==> src/core/swallow_divider_pkg.sv <==
// Constants shared by the pulse-swallow feedback divider
package swallow_divider_pkg;
    // Prescaler moduli
    localparam int PRESCALE_LOW  = 100;
    localparam int PRESCALE_HIGH = 101;
    // Phase comparison reference and oscillator offset, in Hz
    localparam int REF_HZ        = 100;
    localparam int OFFSET_HZ     = 35400000;
    // Offset in main divider steps: one step is PRESCALE_LOW times the reference frequency, 10 kHz
    localparam int MAIN_OFFSET   = OFFSET_HZ / (PRESCALE_LOW * REF_HZ);
    // Counter widths
    localparam int DIGIT_W       = 4;
    localparam int MAIN_W        = 14;
    // Main divider terminal value, kept nonzero by design
    localparam logic [13:0] MAIN_TERMINAL = 14'h0001;
    // Fixed portion added to the switch code on each reload
    localparam logic [13:0] MAIN_FIXED    = 14'(MAIN_OFFSET) + MAIN_TERMINAL;
    // Reset values
    localparam logic [3:0]  DIGIT_RESET   = 4'h0;
    // Largest decimal digit of a decade counter
    localparam logic [3:0]  DIGIT_MAX     = 4'h9;
endpackage

==> src/core/decade_down_counter.sv <==
// One BCD decade down counter with parallel load and borrow output
`timescale 1ns/1ps
module decade_down_counter (
    // Clock and reset
    input  wire logic       clk_sys,
    input  wire logic       rst,
    // Control
    input  wire logic       load,
    input  wire logic [3:0] load_value,
    input  wire logic       count_down,
    // State
    output logic [3:0]      count,
    output logic            at_zero
);
    logic [3:0] count_reg;   // Present digit
    logic [3:0] count_next;  // Next digit

    // Load wins over counting; wrap from zero to nine
    always_comb begin
        count_next = count_reg;
        if (load) begin
            count_next = load_value;
        end else if (count_down) begin
            if (count_reg == 4'h0) begin
                count_next = swallow_divider_pkg::DIGIT_MAX;
            end else begin
                count_next = count_reg - 4'h1;
            end
        end
    end

    // Register the digit
    always_ff @(posedge clk_sys) begin
        if (rst) begin
            count_reg <= swallow_divider_pkg::DIGIT_RESET;
        end else begin
            count_reg <= count_next;
        end
    end

    assign count   = count_reg;
    assign at_zero = (count_reg == 4'h0);
endmodule

==> src/core/dual_modulus_pulse_swallow_divider.sv <==
// Swallow counter and main divider of the synthesizer feedback divider
`timescale 1ns/1ps
module dual_modulus_pulse_swallow_divider #(
    parameter int MAIN_WIDTH = swallow_divider_pkg::MAIN_W
) (
    // Clock and reset
    input  wire logic                  clk_sys,
    input  wire logic                  rst,
    // Buffered prescaler output, one strobe per prescaler cycle
    input  wire logic                  prescaler_pulse,
    // Frequency switches, BCD except the top digit which runs 0 to 15
    input  wire logic [3:0]            switch_100hz_digit,
    input  wire logic [3:0]            switch_1khz_digit,
    input  wire logic [3:0]            switch_10khz_digit,
    input  wire logic [3:0]            switch_100khz_digit,
    input  wire logic [3:0]            switch_1mhz_digit,
    // Prescaler modulus control, high selects divide by 101
    output logic                       modulus_101,
    // Output pulse toward the phase comparator
    output logic                       divider_out,
    // Observable counter state
    output logic [3:0]                 swallow_low_count,
    output logic [3:0]                 swallow_high_count,
    output logic [MAIN_WIDTH-1:0]      main_count
);
    // Main divider state
    logic [MAIN_WIDTH-1:0] main_cnt_reg;   // Down counter
    logic [MAIN_WIDTH-1:0] main_cnt_next;
    logic                  out_reg;        // Registered reload pulse
    logic                  out_next;
    // Swallow counter state, carry is kept in a flop
    logic                  carry_reg;
    logic                  carry_next;
    // Shared sequencing
    logic                  reload;         // Terminal reached on this pulse
    logic                  swallow_clock;  // Gated clocking of the decades
    logic [MAIN_WIDTH-1:0] load_value;     // Switch code plus fixed portion
    logic [3:0]            low_digit;
    logic [3:0]            high_digit;
    logic                  low_zero;
    logic                  high_zero;
    logic                  swallow_nonzero_after;

    // Switch code of the upper three digits, weighted in decades
    function automatic logic [MAIN_WIDTH-1:0] upper_code(input logic [3:0] d10k,
                                                         input logic [3:0] d100k,
                                                         input logic [3:0] d1m);
        upper_code = MAIN_WIDTH'(d1m) * MAIN_WIDTH'(100) + MAIN_WIDTH'(d100k) * MAIN_WIDTH'(10)
                     + MAIN_WIDTH'(d10k);
    endfunction

    // True when the swallow digit pair holds a nonzero count; shared by the
    // carry decode and the a_zero_load_100 check on it
    function automatic logic digits_nonzero(input logic [3:0] d100,
                                            input logic [3:0] d1k);
        digits_nonzero = (d100 != 4'h0) || (d1k != 4'h0);
    endfunction

    // Reload value: M plus terminal, so the count spans M pulses
    // Switches are read only at a reload, so a change waits for the next frame
    assign load_value = upper_code(switch_10khz_digit, switch_100khz_digit, switch_1mhz_digit)
                        + MAIN_WIDTH'(swallow_divider_pkg::MAIN_FIXED);

    // Reload happens on the pulse that would bring the counter onto the terminal
    // Decoding one above the terminal keeps the span at exactly M pulses, the
    // reload pulse itself being the last of the frame
    assign reload = prescaler_pulse
                    && (main_cnt_reg == MAIN_WIDTH'(swallow_divider_pkg::MAIN_TERMINAL) + MAIN_WIDTH'(1));

    // Carry low blocks clocking; the reload pulse itself only loads
    // Gating the count enable instead of the clock keeps a single clock domain
    assign swallow_clock = prescaler_pulse && carry_reg && !reload;

    // Low decade counts every gated pulse
    decade_down_counter low_decade_swallow_counter (
        .clk_sys    (clk_sys),
        .rst        (rst),
        .load       (reload),
        .load_value (switch_100hz_digit),
        .count_down (swallow_clock),
        .count      (low_digit),
        .at_zero    (low_zero)
    );

    // High decade borrows when the low decade wraps
    decade_down_counter high_decade_swallow_counter (
        .clk_sys    (clk_sys),
        .rst        (rst),
        .load       (reload),
        .load_value (switch_1khz_digit),
        .count_down (swallow_clock && low_zero),
        .count      (high_digit),
        .at_zero    (high_zero)
    );

    // Count left after a decrement is nonzero unless both digits sit at 0/1 boundary
    assign swallow_nonzero_after = !(high_zero && (low_digit == 4'h1));

    // Carry: set by a nonzero load, dropped when the count reaches zero
    // A registered carry keeps the modulus line free of decode glitches
    always_comb begin
        carry_next = carry_reg;
        if (reload) begin
            carry_next = digits_nonzero(switch_100hz_digit, switch_1khz_digit);
        end else if (swallow_clock) begin
            carry_next = swallow_nonzero_after;
        end
    end

    // Main divider: count down on each prescaler pulse, reload instead on the pulse one above the terminal
    // The output pulse is one clock wide, so the comparator must sample every clock
    always_comb begin
        main_cnt_next = main_cnt_reg;
        out_next      = reload;
        if (reload) begin
            main_cnt_next = load_value;
        end else if (prescaler_pulse) begin
            main_cnt_next = main_cnt_reg - MAIN_WIDTH'(1);
        end
    end

    // Register the main divider group; reset arms a reload on the first pulse
    always_ff @(posedge clk_sys) begin
        if (rst) begin
            main_cnt_reg <= MAIN_WIDTH'(swallow_divider_pkg::MAIN_TERMINAL) + MAIN_WIDTH'(1);
            out_reg      <= 1'b0;
        end else begin
            main_cnt_reg <= main_cnt_next;
            out_reg      <= out_next;
        end
    end

    // Register the carry; it starts low so the prescaler divides by 100
    // until the first load has set up a swallow count
    always_ff @(posedge clk_sys) begin
        if (rst) begin
            carry_reg <= 1'b0;
        end else begin
            carry_reg <= carry_next;
        end
    end

    // Modulus follows the carry: high means 101, low means 100
    assign modulus_101        = carry_reg;
    assign divider_out        = out_reg;
    assign swallow_low_count  = low_digit;
    assign swallow_high_count = high_digit;
    assign main_count         = main_cnt_reg;

    // Assertions watch only what this block drives; the switches are taken to
    // hold legal digits, since a non-BCD swallow digit would load as it stands
    // Binary view of the swallow count, for checking only
    logic [6:0] swallow_value;
    assign swallow_value = 7'(high_digit) * 7'd10 + 7'(low_digit);

    a_zero_means_100: assert property (@(posedge clk_sys) disable iff (rst)
        (swallow_value == 7'd0) |-> !modulus_101)
        else $error("modulus 101 selected with swallow count at zero");

    a_load_sets_carry: assert property (@(posedge clk_sys) disable iff (rst)
        reload |=> (modulus_101 == ($past(switch_100hz_digit) != 4'h0 || $past(switch_1khz_digit) != 4'h0)))
        else $error("carry after load does not match loaded value");

    a_load_shows_value: assert property (@(posedge clk_sys) disable iff (rst)
        reload |=> (low_digit == $past(switch_100hz_digit)) && (high_digit == $past(switch_1khz_digit)))
        else $error("loaded digits do not appear on counter outputs");

    a_swallow_decrement: assert property (@(posedge clk_sys) disable iff (rst)
        (prescaler_pulse && modulus_101 && !reload) |=> (swallow_value == $past(swallow_value) - 7'd1))
        else $error("swallow count did not step down by one");

    a_swallow_holds_zero: assert property (@(posedge clk_sys) disable iff (rst)
        (!reload && swallow_value == 7'd0) |=> (swallow_value == 7'd0) && !modulus_101)
        else $error("swallow counter clocked past zero");

    a_main_steps_down: assert property (@(posedge clk_sys) disable iff (rst)
        (prescaler_pulse && !reload) |=> (main_cnt_reg == $past(main_cnt_reg) - MAIN_WIDTH'(1)))
        else $error("main divider missed a prescaler pulse");

    a_main_idle_holds: assert property (@(posedge clk_sys) disable iff (rst)
        !prescaler_pulse |=> $stable(main_cnt_reg))
        else $error("main divider moved without a prescaler pulse");

    a_reload_value: assert property (@(posedge clk_sys) disable iff (rst)
        reload |=> (main_cnt_reg == $past(load_value)) ##0 divider_out)
        else $error("reload value or output pulse wrong");

    a_out_single: assert property (@(posedge clk_sys) disable iff (rst)
        divider_out |-> $past(reload) ##1 !divider_out)
        else $error("output pulse without reload");

    a_terminal_offset: assert property (@(posedge clk_sys) disable iff (rst)
        main_cnt_reg > MAIN_WIDTH'(swallow_divider_pkg::MAIN_TERMINAL))
        else $error("main divider fell to or below its terminal value");

    a_zero_load_100: assert property (@(posedge clk_sys) disable iff (rst)
        (reload && !digits_nonzero(switch_100hz_digit, switch_1khz_digit))
            |=> !modulus_101 && (swallow_value == 7'd0))
        else $error("zero load did not leave modulus 100 selected");

    a_carry_drop_last: assert property (@(posedge clk_sys) disable iff (rst)
        (prescaler_pulse && modulus_101 && !reload && (swallow_value == 7'd1)) |=> !modulus_101)
        else $error("modulus 101 held after the last swallowed pulse");

    a_swallow_idle_holds: assert property (@(posedge clk_sys) disable iff (rst)
        !prescaler_pulse |=> $stable(swallow_value) && $stable(modulus_101))
        else $error("swallow counter moved without a prescaler pulse");

    a_reload_loads_swallow: assert property (@(posedge clk_sys) disable iff (rst)
        divider_out |-> (low_digit == $past(switch_100hz_digit)) && (high_digit == $past(switch_1khz_digit)))
        else $error("swallow load did not coincide with main reload");
endmodule

==> config.mk <==
export PLATFORM = sky130hd
export DESIGN_NAME = dual_modulus_pulse_swallow_divider
export DESIGN_NICKNAME = d
export VERILOG_FILES = /design/src/core/swallow_divider_pkg.sv /design/src/core/decade_down_counter.sv /design/src/core/dual_modulus_pulse_swallow_divider.sv
export SDC_FILE = /design/constraint.sdc
export NUM_CORES = 1
export LEC_CHECK = 0
export BUFFER_PORTS_ARGS = -buffer_cell sky130_fd_sc_hd__buf_2
export CORE_MARGIN = 8
export CORE_UTILIZATION = 62
export CTS_BUF_LIST = sky130_fd_sc_hd__clkbuf_2 sky130_fd_sc_hd__clkbuf_4 sky130_fd_sc_hd__clkbuf_8
export DETAILED_ROUTE_END_ITERATION = 10
export MAX_ROUTING_LAYER = met4
export PLACE_DENSITY = 0.95
export SLEW_MARGIN = 15
export SYNTH_ARGS = -nofsm -noshare
export SYNTH_HDL_FRONTEND = slang
export SYNTH_SLANG_ARGS = --single-unit
==> constraint.sdc <==
create_clock -name clk_sys -period 8.7 [get_ports clk_sys]
set_clock_uncertainty 0.05 [all_clocks]
set_input_delay 0.435 -clock clk_sys [delete_from_list [all_inputs] [get_ports clk_sys]]
set_output_delay 0.435 -clock clk_sys [all_outputs]
set_load 0.03 [all_outputs]
* After elaboration in Yosys (flattened, before gate mapping)
Index checks and enable logic that the tools add are counted.
** Word-level totals
- Input bits :: 23
- Register bits after elaboration :: 24
- Output and inout port bits :: 24
** Operators by class
- Add/subtract/negate cells :: 6
- Muxes and demuxes :: 10
- $mul :: 2
- Reduce and logical (&&, ||, !) cells :: 15
- Eq/ne operators :: 2
** Operator list (count)
- $mux 14 :: 2
- $mux 4 :: 6
- $add 13x12->14 const B :: 1
- $eq 14x2->1 const B :: 1
- $sub 14x1->14 const B :: 1
- $add 12x4->13 :: 1
- $add 11x8->12 :: 1
- $mul 4x5->9 const B :: 1
- $logic_not 4->1 :: 2
- $reduce_bool 4->1 :: 2
- $sub 4x1->4 const B :: 2
- $mul 4x3->7 const B :: 1
- $reduce_bool 2->1 :: 3
- $logic_and 1x1->1 :: 5
- $eq 4x1->1 const B :: 1
- $logic_not 1->1 :: 2
- $mux 1 :: 2
- $logic_or 1x1->1 :: 1

* Logic depth before layout (Yosys ltp)
Gate-level depths: netlist of the first run.
- Word-level depth :: 7
- Gate-level depth with buffers :: 14
- Gate-level depth less buffers :: 14

* Cells and area by module
A second synthesis of the first run with hierarchy kept.
** Second synthesis, totals
- Cell total of the unflattened synthesis :: 301
- Area total of the unflattened synthesis :: 2493.6 um^2
** Modules (own cells, without submodules)
- dual_modulus_pulse_swallow_divider :: sequential area each 320.3 um^2, instances 1, cells each 253, area an instance 2050.7 um^2
- decade_down_counter :: sequential area each 80.1 um^2, instances 2, cells each 24, area an instance 221.5 um^2

* Worst setup path before layout of the first run
OpenSTA, ideal clock, no wires.
- Kind :: input to register
- Start point :: input switch_100khz_digit[1]
- End point :: register main_cnt_reg[12] (netlist: main_count[12])
- Arrival :: 3.193 ns
- Setup slack :: 5.324 ns
- Stages :: 11
- Path buffers :: 0
- Library setup time :: 0.132 ns
- Path through :: ha_1 -> ha_1 -> fa_1 -> ha_1 -> ha_1 -> ha_1 -> a211oi_1 -> o21ai_0 -> a41oi_1 -> xor2_1 -> a211oi_2
** Between the ends
- Longest elaborated chain between the ends :: 5
** RTL lines
- start, declared :: RTL line dual_modulus_pulse_swallow_divider.sv:15 : input wire logic [3:0] switch_100khz_digit,
- $mul 4x3->7 :: RTL line dual_modulus_pulse_swallow_divider.sv:48 : upper_code = MAIN_WIDTH'(d1m) * MAIN_WIDTH'(100) + MAIN_WIDTH'(d100k) * MAIN_WIDTH'(10)
- $add 11x8->12 :: RTL line dual_modulus_pulse_swallow_divider.sv:48
- $add 12x4->13 :: RTL line dual_modulus_pulse_swallow_divider.sv:49 : + MAIN_WIDTH'(d10k);
- $add 13x12->14 :: RTL line dual_modulus_pulse_swallow_divider.sv:62 : + MAIN_WIDTH'(swallow_divider_pkg::MAIN_FIXED);
- $mux 14 :: RTL line dual_modulus_pulse_swallow_divider.sv:115 : if (reload) begin
- end signal, assigned :: RTL line dual_modulus_pulse_swallow_divider.sv:125 : main_cnt_reg <= MAIN_WIDTH'(swallow_divider_pkg::MAIN_TERMINAL) + MAIN_WIDTH'(1);
- end signal, assigned :: RTL line dual_modulus_pulse_swallow_divider.sv:128 : main_cnt_reg <= main_cnt_next;
- end, declared :: RTL line dual_modulus_pulse_swallow_divider.sv:27 : logic [MAIN_WIDTH-1:0] main_cnt_reg;
Every way passes these cells.
A chain may end at the register's enable or synchronous reset.

* Final worst setup path of the first run
Ends and elaborated chain as after synthesis.

==> reports/metrics.sh, run 1 <==
RUN_STATUS='completed'
SYNTH-EDFF-COUNT=0
HTREE_LEVELS=1
FINAL_AREA_SQ_UM=2660
CTS.REPAIR.RESIZED=0
WORST-ENDPOINT-REQUIRED_PS=8780
NETLIST_INSTANCES=282
DP_SLACK_PS=4920
FIN_HOLD_WS_PS=402
COUNT_OF_TRITONROUTE_ITERATIONS_IN_THE_FIRST_ROUTING_PASS=5
STARTPOINT_TYPE='input pin'
CORE.ROWCOUNT=22
CRIT_CHAIN='buf_2, ha_1, ha_1, fa_1, ha_1, ha_1, ha_1, a211oi_1, o21ai_0, a41oi_1, xor2_1, a211oi_2'
FF2FF_SETUP_SLACK_PS=5950
VIAS=2257
SETUP_VIOL=0
FIRST_GLOBAL_VIAS=2175
DPL.CELL_COUNT=367
YOSYSTOPAREACELLSHARE=0.207
TIMING.FINAL.MAX_SLEW_VIOLATIONS=0
TOTAL_LEAKAGE_POWER_nW=1.32
ROUTED_WIRE_LENGTH_PER_INSTANCE_UM=15.6
POST_SYNTH_INSTANCE_AREA_SQ_UM=2360
CLOCK_SINKS=24
TIMING.FINAL.WS_SETUP_PS=5180
CTS_ROOT_BUF='sky130_fd_sc_hd__clkbuf_8'
NUMBER_OF_DISTINCT_LIBRARY_CELLS_AFTER_SYNTHESIS=54
VDD_DROP_MAX_V=0.000209
FINAL.SETUP.TNS_PS=0
HOLDCRITPATHCLASS='in -> reg'
GRT_MAX_DEGREE=29
FINALCRITICALPERIOD_PS=3520
POSTSYNTH.ASYNCRESETSHARE=0
TOTAL_POWER_uW=771
PORT_BUFFERS=46
NETLIST.TOP_CELL.BY_AREA='sky130_fd_sc_hd__ha_1'
POST_SYNTH.CELL_AREA_AVG_SQ_UM=8.38
CLK_TRANSITION_REPORTED_PATHS_PS=80
DIE_W_UM=77.7
DP_HPWL_MM=4.55
GRT.OVERFLOW.TOTAL=0
DIE-AREA_SQ_UM=6040
DIE_HEIGHT_UM=77.7
DIODES=0
CORE_AREA_SQ_UM=3660
DRC=0
WORSTSETUPPATHTYPE='in -> reg'
STDCELL_COUNT=371
DETAILED_PLACE.AREA_SQ_UM=2610
GRT_ANTENNA_BEFORE_REPAIR=0
POSTROUTEWIRELENGTH_MM=5.77
LAYOUT-DRIVE-GT1-SHARE=0.189
POST-ROUTE-PERIOD-UTIL=0.405
ROUTED_VIA_DENSITY=6.08
FINAL-HOLD-VIOLATION-COUNT=0
GRTUSAGETOTAL=0.193
CTS_TREE='done'
YOSYS-TOP-CELLS-AREA='sky130_fd_sc_hd__ha_1 21%, sky130_fd_sc_hd__dfxtp_1 20%, sky130_fd_sc_hd__inv_1 5.2%'
KIND_OF_CAPTURE_POINT_OF_THE_WORST_SETUP_PATH='flip-flop'
IOS=47
NFILLCELLS=272
POSTCTSSETUPBUFFERS=0
CLOCKBUFFERDEPTH=2
CELLPOWERDENSITY_nW_PER_UM2=290
POSTSYNTHREGISTERBITS=24
DRT_ITER0_DRC=269
CRIT_PATH_MAX_INCR_DELAY_PS=480
CRIT_SLOWEST_CELL='sky130_fd_sc_hd__a211oi_1'
CLOCK_LATENCY_AT_THE_LATER_PIN_OF_THE_WORST_SKEW_PAIR_PS=270
YS.FLOP_TYPE='sky130_fd_sc_hd__dfxtp_1'
TIMING.CRITICAL_PATH.ARRIVAL_PS=3600
WORST_SLEW_PIN_SLEW_PS=759
INITIAL_UTILIZATION=0.645
LAYOUT.CORE_UTILIZATION=0.727
FINAL_NETS=391
SYN-NUM-NETS=349
YOSYSWARNINGCOUNT=0
YS_SEQ_AREA_FRAC=0.203
GP_CONGESTION=0.839
MAX_FFS_PER_REGISTER=14
CRIT_PATH_FREQUENT_CELL='sky130_fd_sc_hd__ha_1'
GLOBAL_ROUTE_WIRE_LENGTH_BEFORE_REPAIR_MM=9.66
UNREPAIRED_SETUP_ENDPOINTS_AFTER_GLOBAL_ROUTING='no'
CTS_MADE_BUFFERS=3
FLOW.AREA_GROWTH_FROM_SYNTHESIS_PCT=12.6
MAX_SLEW_MARGIN=0.492
MAX_CLOCK_FREQ_MHz=284
DRT.ANTENNA.VIOLATING_NETS=0
CTS_HOLD_REPAIR.BUFFERS=0
MAXCAP_VIOL_COUNT=0
CRITICAL_PATH.MAX_FANOUT=6
## power breakdown
group          leakage (nW)  total, mW  internal, mW  switching (mW)
registers             0.196      0.197         0.147          0.0501
logic                  1.09      0.498         0.186           0.311
clock network        0.0288     0.0759        0.0404          0.0355
total                  1.32      0.771         0.374           0.397
## per-layer routing
metal	global-route usage	routed length [um]
met1	0.225	2370
met2	0.326	2900
met3	0.0495	428
met4	0.0377	65
met5	-	0
## worst max-delay path, delay by kind of cell
kind / cells / cell delay [ps]
compound gates: 4 / 1060
xor+xnor: 1 / 190
fa+ha+maj: 6 / 1790
buf+inv: 1 / 110
## synth_stat cells, types with 2 or more instances
| library cell | instances |
|---|---|
| sky130_fd_sc_hd__nor3_1 | 8 |
| sky130_fd_sc_hd__a211o_1 | 2 |
| sky130_fd_sc_hd__mux2i_1 | 2 |
| sky130_fd_sc_hd__and3_1 | 4 |
| sky130_fd_sc_hd__nor4b_1 | 2 |
| sky130_fd_sc_hd__nor4_1 | 4 |
| sky130_fd_sc_hd__ha_1 | 39 |
| sky130_fd_sc_hd__fa_1 | 5 |
| sky130_fd_sc_hd__xor2_1 | 6 |
| sky130_fd_sc_hd__a21oi_1 | 9 |
| sky130_fd_sc_hd__nor3b_1 | 5 |
| sky130_fd_sc_hd__a31oi_1 | 6 |
| sky130_fd_sc_hd__o31ai_1 | 2 |
| sky130_fd_sc_hd__nor2b_1 | 3 |
| sky130_fd_sc_hd__xnor2_1 | 5 |
| sky130_fd_sc_hd__inv_1 | 33 |
| sky130_fd_sc_hd__buf_4 | 2 |
| sky130_fd_sc_hd__nand3b_1 | 2 |
| sky130_fd_sc_hd__o21ai_0 | 14 |
| sky130_fd_sc_hd__a21o_1 | 5 |
| sky130_fd_sc_hd__buf_2 | 2 |
| sky130_fd_sc_hd__nand3_1 | 4 |
| sky130_fd_sc_hd__mux2_2 | 3 |
| sky130_fd_sc_hd__a211oi_1 | 7 |
| sky130_fd_sc_hd__nand4_1 | 4 |
| sky130_fd_sc_hd__a211oi_2 | 2 |
| sky130_fd_sc_hd__o21bai_1 | 5 |
| sky130_fd_sc_hd__a311oi_1 | 6 |
| sky130_fd_sc_hd__dfxtp_1 | 24 |
| sky130_fd_sc_hd__nand2_1 | 14 |
| sky130_fd_sc_hd__clkbuf_1 | 4 |
| sky130_fd_sc_hd__nand2b_1 | 2 |
| sky130_fd_sc_hd__nor2_1 | 25 |
| sky130_fd_sc_hd__or4_1 | 2 |
## logic make-up (layout without fill, tap and decap cells)
| kind of cell | count (synthesis) | count (layout) | share of synthesized area |
|---|---|---|---|
| AO/OA/AOI/OAI | 69 | 69 | 0.206 |
| XOR/XNOR | 11 | 11 | 0.0408 |
| adder cells (fa/ha/maj) | 44 | 44 | 0.249 |
| buffers and inverters | 43 | 84 | 0.0757 |
| flip-flops | 24 | 24 | 0.203 |
| multiplexers | 5 | 5 | 0.0228 |
| AND/OR/NAND/NOR | 86 | 86 | 0.202 |
## area by class of cell
type	instances	area, sq um	area share
clock buffers	4	55.1	0.0207
well taps	48	60.1	0.0226
repair buffers	47	238	0.0894
inverters	33	124	0.0466
multi-input cells	215	1700	0.640
flip-flops and latches	24	480	0.181
## layout by cell type, fill, tap and decap left out, types with 6 or more instances in the layout
cell type,synthesis,routed
sky130_fd_sc_hd__a31oi_1,6,6
sky130_fd_sc_hd__a21oi_1,9,9
sky130_fd_sc_hd__a311oi_1,6,6
sky130_fd_sc_hd__buf_2,2,46
sky130_fd_sc_hd__inv_1,33,33
sky130_fd_sc_hd__xor2_1,6,6
sky130_fd_sc_hd__o21ai_0,14,14
sky130_fd_sc_hd__a211oi_1,7,7
sky130_fd_sc_hd__dfxtp_1,24,24
sky130_fd_sc_hd__nand2_1,14,14
sky130_fd_sc_hd__nor3_1,8,8
sky130_fd_sc_hd__ha_1,39,39
sky130_fd_sc_hd__nor2_1,25,25
## path summary, 6_finish.rpt
path	start	to	cells past startpoint
worst max-delay path	switch_100khz_digit[1]	main_count[12]	12
worst min-delay path	switch_1khz_digit[3]	high_decade_swallow_counter.count[3]	3
worst max register to register	main_count[0]	main_count[7]	7
worst min register to register	main_count[6]	main_count[6]	2
No activity file was read; power rests on OpenSTA's default activity.
==> inputs of run 2 (changes only) <==
ABC_AREA = 1   (was default)
CORE_UTILIZATION = 59   (was 62)
PLACE_DENSITY = 0.91   (was 0.95)
clock period = 3.4 ns   (was 8.7 ns; I/O delays follow)
==> reports/metrics.sh, run 2 <==
IOS=47  # unchanged
CORE.ROWCOUNT=24  # +9.1%
ROUTED_WIRE_LENGTH_PER_INSTANCE_UM=12.9  # -17%
FF2FF_SETUP_SLACK_PS=1130  # -4820 ps
SYNTH_COMMONEST_CELLS='108 x sky130_fd_sc_hd__nand2_1, 72 x sky130_fd_sc_hd__inv_1, 44 x sky130_fd_sc_hd__nor2_1'
POSTCTSSETUPBUFFERS=0  # unchanged
MAX_SLEW_MARGIN=0.700  # +0.208
WORST-ENDPOINT-REQUIRED_PS=3500  # -5280 ps
MAXCAP_VIOL_COUNT=0  # unchanged
RUN_STATUS='completed'
FIRST_GLOBAL_VIAS=2650  # +22%
CTS_HOLD_REPAIR.BUFFERS=0  # unchanged
TIMING.FINAL.MAX_SLEW_VIOLATIONS=0  # unchanged
SHARE_COMB_OF_TOTAL_POWER=0.616  # -0.030
SETUP_VIOL=0  # unchanged
STDCELL_COUNT=518  # +40%
DPL.CELL_COUNT=514  # +40%
CELLPOWERDENSITY_nW_PER_UM2=559  # +93%
DIE_HEIGHT_UM=83.1  # +6.9%
INITIAL_UTILIZATION=0.610  # -0.0349
FLOW.AREA_GROWTH_FROM_SYNTHESIS_PCT=12.0
NUMBER_OF_DISTINCT_LIBRARY_CELLS_AFTER_SYNTHESIS=25  # -54%
CRITICAL_PATH.STARTPOINT='switch_100khz_digit[1]'
REGTOREGENDPOINT='high_decade_swallow_counter.count[0]'
ROUTED_VIA_DENSITY=5.36  # -12%
DIODES=0  # unchanged
CP.DEPTH=18  # +6
CTS_TREE='done'
DRC=0  # unchanged
SHARE_SEQ_OF_TOTAL_POWER=0.233  # -0.023
FINAL_NETS=534  # +37%
CLOCK_POWER_SHARE=0.151  # +0.053
NETLIST.TOP_CELL.BY_AREA='sky130_fd_sc_hd__ha_1'
NETLIST_INSTANCES=423  # +50%
SYNTH-EDFF-COUNT=0  # unchanged
LAYOUT.CORE_UTILIZATION=0.683  # -0.0433
WORST-R2R-CELL-COUNT=10  # +3
LAYOUT-DRIVE-GT1-SHARE=0.127  # -0.0622
YS_SEQ_AREA_FRAC=0.181  # -0.0226
PORT_BUFFERS=46  # unchanged
DIE_W_UM=83.1  # +6.9%
STARTPOINT_TYPE='input pin'
HOLDCRITPATHCLASS='in -> reg'
GRT_ANTENNA_BEFORE_REPAIR=0  # unchanged
CRITICAL_PATH.MAX_FANOUT=4  # -2
WORST_SLEW_PIN_SLEW_PS=449  # -310 ps
CRITICAL_PATH.REG2REG.STARTPOINT='main_count[0]'
COUNT_OF_TRITONROUTE_ITERATIONS_IN_THE_FIRST_ROUTING_PASS=4  # -1
YS.FLOP_TYPE='sky130_fd_sc_hd__dfxtp_1'
FINAL-HOLD-VIOLATION-COUNT=0  # unchanged
DRT.ANTENNA.VIOLATING_NETS=0  # unchanged
SYNTH.MOST_COMMON_CELL='sky130_fd_sc_hd__nand2_1'
MAX_CLOCK_FREQ_MHz=342
CTS_ROOT_BUF='sky130_fd_sc_hd__clkbuf_8'
CP_TOP_DELAY_FAMILY='adder cells'
CRIT_PATH_FREQUENT_CELL='sky130_fd_sc_hd__ha_1'
POSTSYNTHREGISTERBITS=24  # unchanged
GRT_MAX_DEGREE=21  # -28%
VDD_DROP_MAX_V=0.000218  # +4.3%
CRIT_PATH_END='main_count[12]'
CLOCKBUFFERDEPTH=2  # unchanged
MAX_FFS_PER_REGISTER=14  # unchanged
FINAL.SETUP.TNS_PS=0  # unchanged
POST_SYNTH_INSTANCE_AREA_SQ_UM=2660  # +12%
POST-ROUTE-PERIOD-UTIL=0.860
CRIT_CHAIN='buf_2, ha_1, ha_1, fa_1, xnor2_1, ha_1, inv_1, ha_1, ha_1, nand2_1, inv_1, nand3_1, nand2_1, nand2_1, nand3_1, nand3_1, nand2_1, a21oi_1'
DRT_ITER0_DRC=182  # -32%
YOSYSTOPAREACELLSHARE=0.184  # -0.0230
GP_CONGESTION=0.966  # +15%
P_SWITCHING_uW=823  # +110%
GRT.OVERFLOW.TOTAL=0  # unchanged
POSTROUTEWIRELENGTH_MM=6.67  # +15%
DP_SLACK_PS=207  # -4720 ps
KIND_OF_CAPTURE_POINT_OF_THE_WORST_SETUP_PATH='flip-flop'
CLK_TRANSITION_REPORTED_PATHS_PS=90  # about the same
CP_NUM_BUF_INV=3  # +2
TIMING.FINAL.WS_SETUP_PS=474  # -4700 ps
GLOBAL_ROUTE_WIRE_LENGTH_BEFORE_REPAIR_MM=11.5  # +19%
FINALCRITICALPERIOD_PS=2930
TIMING.CRITICAL_PATH.ARRIVAL_PS=3020  # -580 ps
WORSTSETUPPATHTYPE='in -> reg'
DIE-AREA_SQ_UM=6910  # +14%
POST_SYNTH.CELL_AREA_AVG_SQ_UM=6.28  # -25%
HTREE_LEVELS=1  # unchanged
VIAS=2774  # +23%
FINAL_AREA_SQ_UM=2980  # +12%
CRIT_SLOWEST_CELL='sky130_fd_sc_hd__fa_1'
CTS.REPAIR.RESIZED=0  # unchanged
POSTSYNTH.ASYNCRESETSHARE=0  # unchanged
POWER.SHARE.SWITCHING=0.494  # -0.0204
CLOCK_LATENCY_AT_THE_LATER_PIN_OF_THE_WORST_SKEW_PAIR_PS=260  # about the same
DP_HPWL_MM=5.41  # +19%
CLOCK_SINKS=24  # unchanged
GRTUSAGETOTAL=0.194  # +0.00115
POWER_REPORT.INTERNAL_TOTAL_uW=841  # +120%
YOSYS-TOP-CELLS-AREA='sky130_fd_sc_hd__ha_1 18%, sky130_fd_sc_hd__dfxtp_1 18%, sky130_fd_sc_hd__nand2_1 15%'
MOST_COMMON_CELL_AFTER_LAYOUT_FILL_AND_TAPS_ASIDE='sky130_fd_sc_hd__nand2_1'
YOSYSWARNINGCOUNT=0  # unchanged
UNREPAIRED_SETUP_ENDPOINTS_AFTER_GLOBAL_ROUTING='no'
TOTAL_LEAKAGE_POWER_nW=1.69  # +28%
MOSTFREQUENTLAYOUTCELLS='108 x sky130_fd_sc_hd__nand2_1, 72 x sky130_fd_sc_hd__inv_1, 46 x sky130_fd_sc_hd__buf_2'
CORE_AREA_SQ_UM=4350  # +19%
DETAILED_PLACE.AREA_SQ_UM=2900  # +11%
CTS_MADE_BUFFERS=3  # unchanged
CRIT_PATH_MAX_INCR_DELAY_PS=390  # -90 ps
SYN-NUM-NETS=490  # +40%
run 2: changes by cell type after synthesis, sizes merged, moves of 5 or more:
cell and change:
nor4 -6, nor3b -5, nand2 +95, nor2 +24
o21ai +9, nand3 +35, a21oi +16, a311oi -6
a211oi -9, nor3 -9, inv +41, o21bai -5
a21o -5
run 2: power groups by stage:
stage	Combinational [mW]	Clock [mW]	Sequential (mW)
3_3_place_gp	0.990	0	0.390
2_1_floorplan	0.703	0	0.473
4_1_cts	1.02	0.253	0.387
5_1_grt	1.16	0.262	0.398
6_report	1.02	0.251	0.388
3_5_place_dp	1.01	0	0.393
run 2: tightest hold or removal path, stage by stage:
cell and delay (ps):
sky130_fd_sc_hd__buf_2 90, sky130_fd_sc_hd__nand2_1 50, sky130_fd_sc_hd__nand2_1 50
run 2: final cells by class:
cell class	count	area, sq um
well taps	52	65.1
inverters	76	285
clock inverters	1	30.0
multi-input cells	316	1840
repair buffers	46	230
clock buffers	3	41.3
fillers	390	1380
flip-flops and latches	24	480
run 2: kinds of logic (layout without fill, tap and decap cells):
| logic type | Yosys count | count (layout) | share of synthesized area |
|---|---|---|---|
| fa+ha+maj | 44 | 44 | 0.221 |
| simple gates | 204 | 204 | 0.322 |
| compound gates | 59 | 59 | 0.121 |
| flops | 24 | 24 | 0.181 |
| xor+xnor | 9 | 9 | 0.0297 |
| buf+inv | 83 | 126 | 0.126 |
run 2: worst min-delay path by stage:
stage,slack [ps],start,endpoint,depth (start not counted)
finish,70,switch_100hz_digit[0],low_decade_swallow_counter.count[0],3
global route,80,switch_100hz_digit[0],low_decade_swallow_counter.count[0],3
CTS,60,switch_100hz_digit[0],low_decade_swallow_counter.count[0],3
detailed placement,340,switch_100hz_digit[0],low_decade_swallow_counter.count[0],3
global placement,340,switch_100hz_digit[0],low_decade_swallow_counter.count[0],3
floorplan,190,rst,high_decade_swallow_counter.count[1],1
run 2: through the flow:
| step | power (mW) | hold slack [ps] |
|---|---|---|
| after detailed placement | 1.40 | 344 |
| after floorplan | 1.18 | 189 |
| after CTS | 1.66 | 65.0 |
| after global routing | 1.82 | 79.3 |
| final | 1.66 | 70.7 |
| after global placement | 1.38 | 344 |
run 2: per-layer routing:
layer / track usage / share of wire / vias to the layer above
li1: - / - / 1439
met1: 0.223 / 0.44 / 1245
met2: 0.341 / 0.50 / 78
met3: 0.0225 / 0.042 / 12
met4: 0.0623 / 0.019 / 0
met5: - / 0 / -
==> inputs of run 3 (changes only) <==
CORE_UTILIZATION = 53   (was 59)
PLACE_DENSITY = 0.86   (was 0.91)
clock period = 2.6 ns   (was 3.4 ns; I/O delays follow)
==> reports/metrics.sh, run 3 (synthesized netlist as in run 2, its figures left out) <==
MOST_COMMON_CELL_AFTER_LAYOUT_FILL_AND_TAPS_ASIDE='sky130_fd_sc_hd__nand2_1'
CLOCK_SINKS=24  # unchanged
GRT_MAX_DEGREE=20  # -4.8%
GRT.OVERFLOW.TOTAL=0  # unchanged
DRT_ITER0_DRC=336  # +85%
CP_NUM_BUF_INV=3  # unchanged
CP.DEPTH=17  # -1
FLOW.AREA_GROWTH_FROM_SYNTHESIS_PCT=32.8
LAYOUT-DRIVE-GT1-SHARE=0.281  # +0.154
DRT.ANTENNA.VIOLATING_NETS=0  # unchanged
RUN_STATUS='finished with violations'
CRITICAL_PATH.REG2REG.STARTPOINT='main_count[0]'
DIODES=0  # unchanged
CLK_TRANSITION_REPORTED_PATHS_PS=90  # about the same
WORST-ENDPOINT-REQUIRED_PS=2770  # -730 ps
HTREE_LEVELS=1  # unchanged
TOTAL_LEAKAGE_POWER_nW=1.82  # +7.7%
GP_CONGESTION=0.963  # -0.27%
SHARE_SEQ_OF_TOTAL_POWER=0.187  # -0.046
CTS_HOLD_REPAIR.BUFFERS=0  # unchanged
GRTUSAGETOTAL=0.200  # +0.00550
COUNT_OF_TRITONROUTE_ITERATIONS_IN_THE_FIRST_ROUTING_PASS=5  # +1
DIE_W_UM=86.8  # +4.4%
CTS_TREE='done'
POWER_REPORT.INTERNAL_TOTAL_mW=1.39  # +66%
CLOCK_LATENCY_AT_THE_LATER_PIN_OF_THE_WORST_SKEW_PAIR_PS=270  # about the same
GRT_ANTENNA_BEFORE_REPAIR=0  # unchanged
KIND_OF_CAPTURE_POINT_OF_THE_WORST_SETUP_PATH='flip-flop'
CRIT_CHAIN='buf_2, ha_1, ha_4, inv_2, fa_2, ha_4, inv_2, ha_4, ha_4, nand2_2, nor2_2, nand3_1, nand3_1, nand2_1, nand3_1, nand2_1, a21oi_1'
GLOBAL_ROUTE_WIRE_LENGTH_BEFORE_REPAIR_MM=12.2  # +5.4%
REGTOREGENDPOINT='high_decade_swallow_counter.count[0]'
MAXCAP_VIOL_COUNT=0  # unchanged
FIN_HOLD_WS_PS=25.8  # -44.9 ps
POWER.SHARE.SWITCHING=0.485  # -0.00921
LAYOUT.CORE_UTILIZATION=0.738  # +0.0542
HOLDCRITPATHCLASS='in -> reg'
CRIT_SLOWEST_CELL='sky130_fd_sc_hd__fa_2'
ROUTED_VIA_DENSITY=5.46  # +2.0%
WORST-R2R-CELL-COUNT=10  # unchanged
CRIT_PATH_END='main_count[11]'
CRITICAL_PATH.MAX_FANOUT=4  # unchanged
CELLPOWERDENSITY_nW_PER_UM2=767  # +37%
WORSTSETUPPATHTYPE='in -> reg'
PORT_BUFFERS=46  # unchanged
IOS=47  # unchanged
ROUTED_WIRE_LENGTH_PER_INSTANCE_UM=14.6  # +14%
MAX_SLEW_MARGIN=0.716  # +0.0163
FINAL-HOLD-VIOLATION-COUNT=0  # unchanged
FINALCRITICALPERIOD_PS=2600
MOSTFREQUENTLAYOUTCELLS='98 x sky130_fd_sc_hd__nand2_1, 62 x sky130_fd_sc_hd__inv_1, 42 x sky130_fd_sc_hd__buf_2'
POST-ROUTE-PERIOD-UTIL=1.00
SETUP_VIOL=1  # +1
FF2FF_SETUP_SLACK_PS=630  # -500 ps
FINAL_AREA_SQ_UM=3530  # +19%
DRC=0  # unchanged
CLOCKBUFFERDEPTH=2  # unchanged
CTS_MADE_BUFFERS=3  # unchanged
DETAILED_PLACE.AREA_SQ_UM=3180  # +9.7%
CTS_ROOT_BUF='sky130_fd_sc_hd__clkbuf_8'
P_SWITCHING_mW=1.31  # +60%
FINAL_NETS=556  # +4.1%
CRIT_PATH_FREQUENT_CELL='sky130_fd_sc_hd__ha_4'
VDD_DROP_MAX_V=0.000502  # +130%
SHARE_COMB_OF_TOTAL_POWER=0.687  # +0.071
UNREPAIRED_SETUP_ENDPOINTS_AFTER_GLOBAL_ROUTING='yes'
DIE-AREA_SQ_UM=7540  # +9.1%
MAX_CLOCK_FREQ_MHz=384
TIMING.FINAL.WS_SETUP_PS=-4.65  # -479 ps
CLOCK_POWER_SHARE=0.126  # -0.025
CRIT_PATH_MAX_INCR_DELAY_PS=460  # +70 ps
FIRST_GLOBAL_VIAS=2816  # +6.3%
TIMING.CRITICAL_PATH.ARRIVAL_PS=2770  # -250 ps
CORE_AREA_SQ_UM=4790  # +9.9%
VIAS=3033  # +9.3%
CRITICAL_PATH.STARTPOINT='switch_1mhz_digit[3]'
CP_TOP_DELAY_FAMILY='adder cells'
TIMING.FINAL.MAX_SLEW_VIOLATIONS=0  # unchanged
POSTROUTEWIRELENGTH_MM=8.13  # +22%
STARTPOINT_TYPE='input pin'
WORST_SLEW_PIN_SLEW_PS=424  # -24.3 ps
CORE.ROWCOUNT=25  # +4.2%
MAX_FFS_PER_REGISTER=14  # unchanged
INITIAL_UTILIZATION=0.555  # -0.0551
FAILED_CHECKS='setup timing'
DP_HPWL_MM=5.71  # +5.5%
DIE_HEIGHT_UM=86.8  # +4.4%
run 3: changes by cell type in the layout (fill, tap and decap cells not counted), moves of 9 or more:
cell and change:
sky130_fd_sc_hd__ha_1 -20, sky130_fd_sc_hd__nand2_1 -10, sky130_fd_sc_hd__buf_4 +22, sky130_fd_sc_hd__inv_2 +9
sky130_fd_sc_hd__ha_4 +18, sky130_fd_sc_hd__nand2_2 +9, sky130_fd_sc_hd__inv_1 -10
run 3: per-stage QoR:
| stage | power (mW) | setup slack [ps] | instances | TNS [ps] |
|---|---|---|---|---|
| 2_1_floorplan | 1.65 | -5.28 | 423 | -6.67 |
| 3_3_place_gp | 2.04 | -336 | 548 | -1700 |
| 3_5_place_dp | 2.08 | -409 | 548 | -2270 |
| 4_1_cts | 2.47 | 1.90 | 552 | 0 |
| 5_1_grt | 2.91 | -129 | 555 | -345 |
| 6_report | 2.71 | -4.65 | 555 | -4.65 |
run 3: cell type report:
cell class,count,area (sq um)
Tap cell,67,83.8
Multi-Input combinational cell,316,2170
Sequential cell,24,480
Clock inverter,1,30.0
Timing Repair Buffer,68,432
Inverter,76,288
Clock buffer,3,41.3
Fill cell,349,1260
run 3: worst min-delay path, cell delays in order:
cell and delay, ps:
sky130_fd_sc_hd__buf_2 90, sky130_fd_sc_hd__nand2_1 50, sky130_fd_sc_hd__nand2_1 60
run 3: worst min path at each step:
stage / from / end / depth (start not counted)
final: switch_100hz_digit[0] / low_decade_swallow_counter.count[0] / 3
after detailed placement: switch_100hz_digit[0] / low_decade_swallow_counter.count[0] / 3
after floorplan: rst / high_decade_swallow_counter.count[1] / 1
after global placement: switch_100hz_digit[0] / low_decade_swallow_counter.count[0] / 3
after global routing: switch_100hz_digit[0] / low_decade_swallow_counter.count[0] / 3
after CTS: switch_100hz_digit[0] / low_decade_swallow_counter.count[0] / 3
run 3: routing by layer:
layer / vias to the layer above / part of all wire / track usage
met5: - / 0 / -
met4: 0 / 0.033 / 0.0407
met3: 27 / 0.063 / 0.0302
met2: 142 / 0.50 / 0.353
met1: 1379 / 0.40 / 0.233
li1: 1485 / - / -
run 3: power groups by stage:
stage,sequential [mW],clock [mW],combinational [mW]
finish,0.506,0.341,1.86
global route,0.517,0.351,2.05
CTS,0.504,0.338,1.63
detailed placement,0.513,0,1.57
global placement,0.511,0,1.53
floorplan,0.619,0,1.04
run 3: timing repair:
| action | 4_1_cts | 5_1_grt |
|---|---|---|
| buffers inserted | 0 | 3 |
| resized for setup | 7 | 48 |
| endpoints found under the setup margin | 4 | 7 |
| endpoints found under the hold margin | 0 | 0 |
| pin swaps | 1 | 22 |
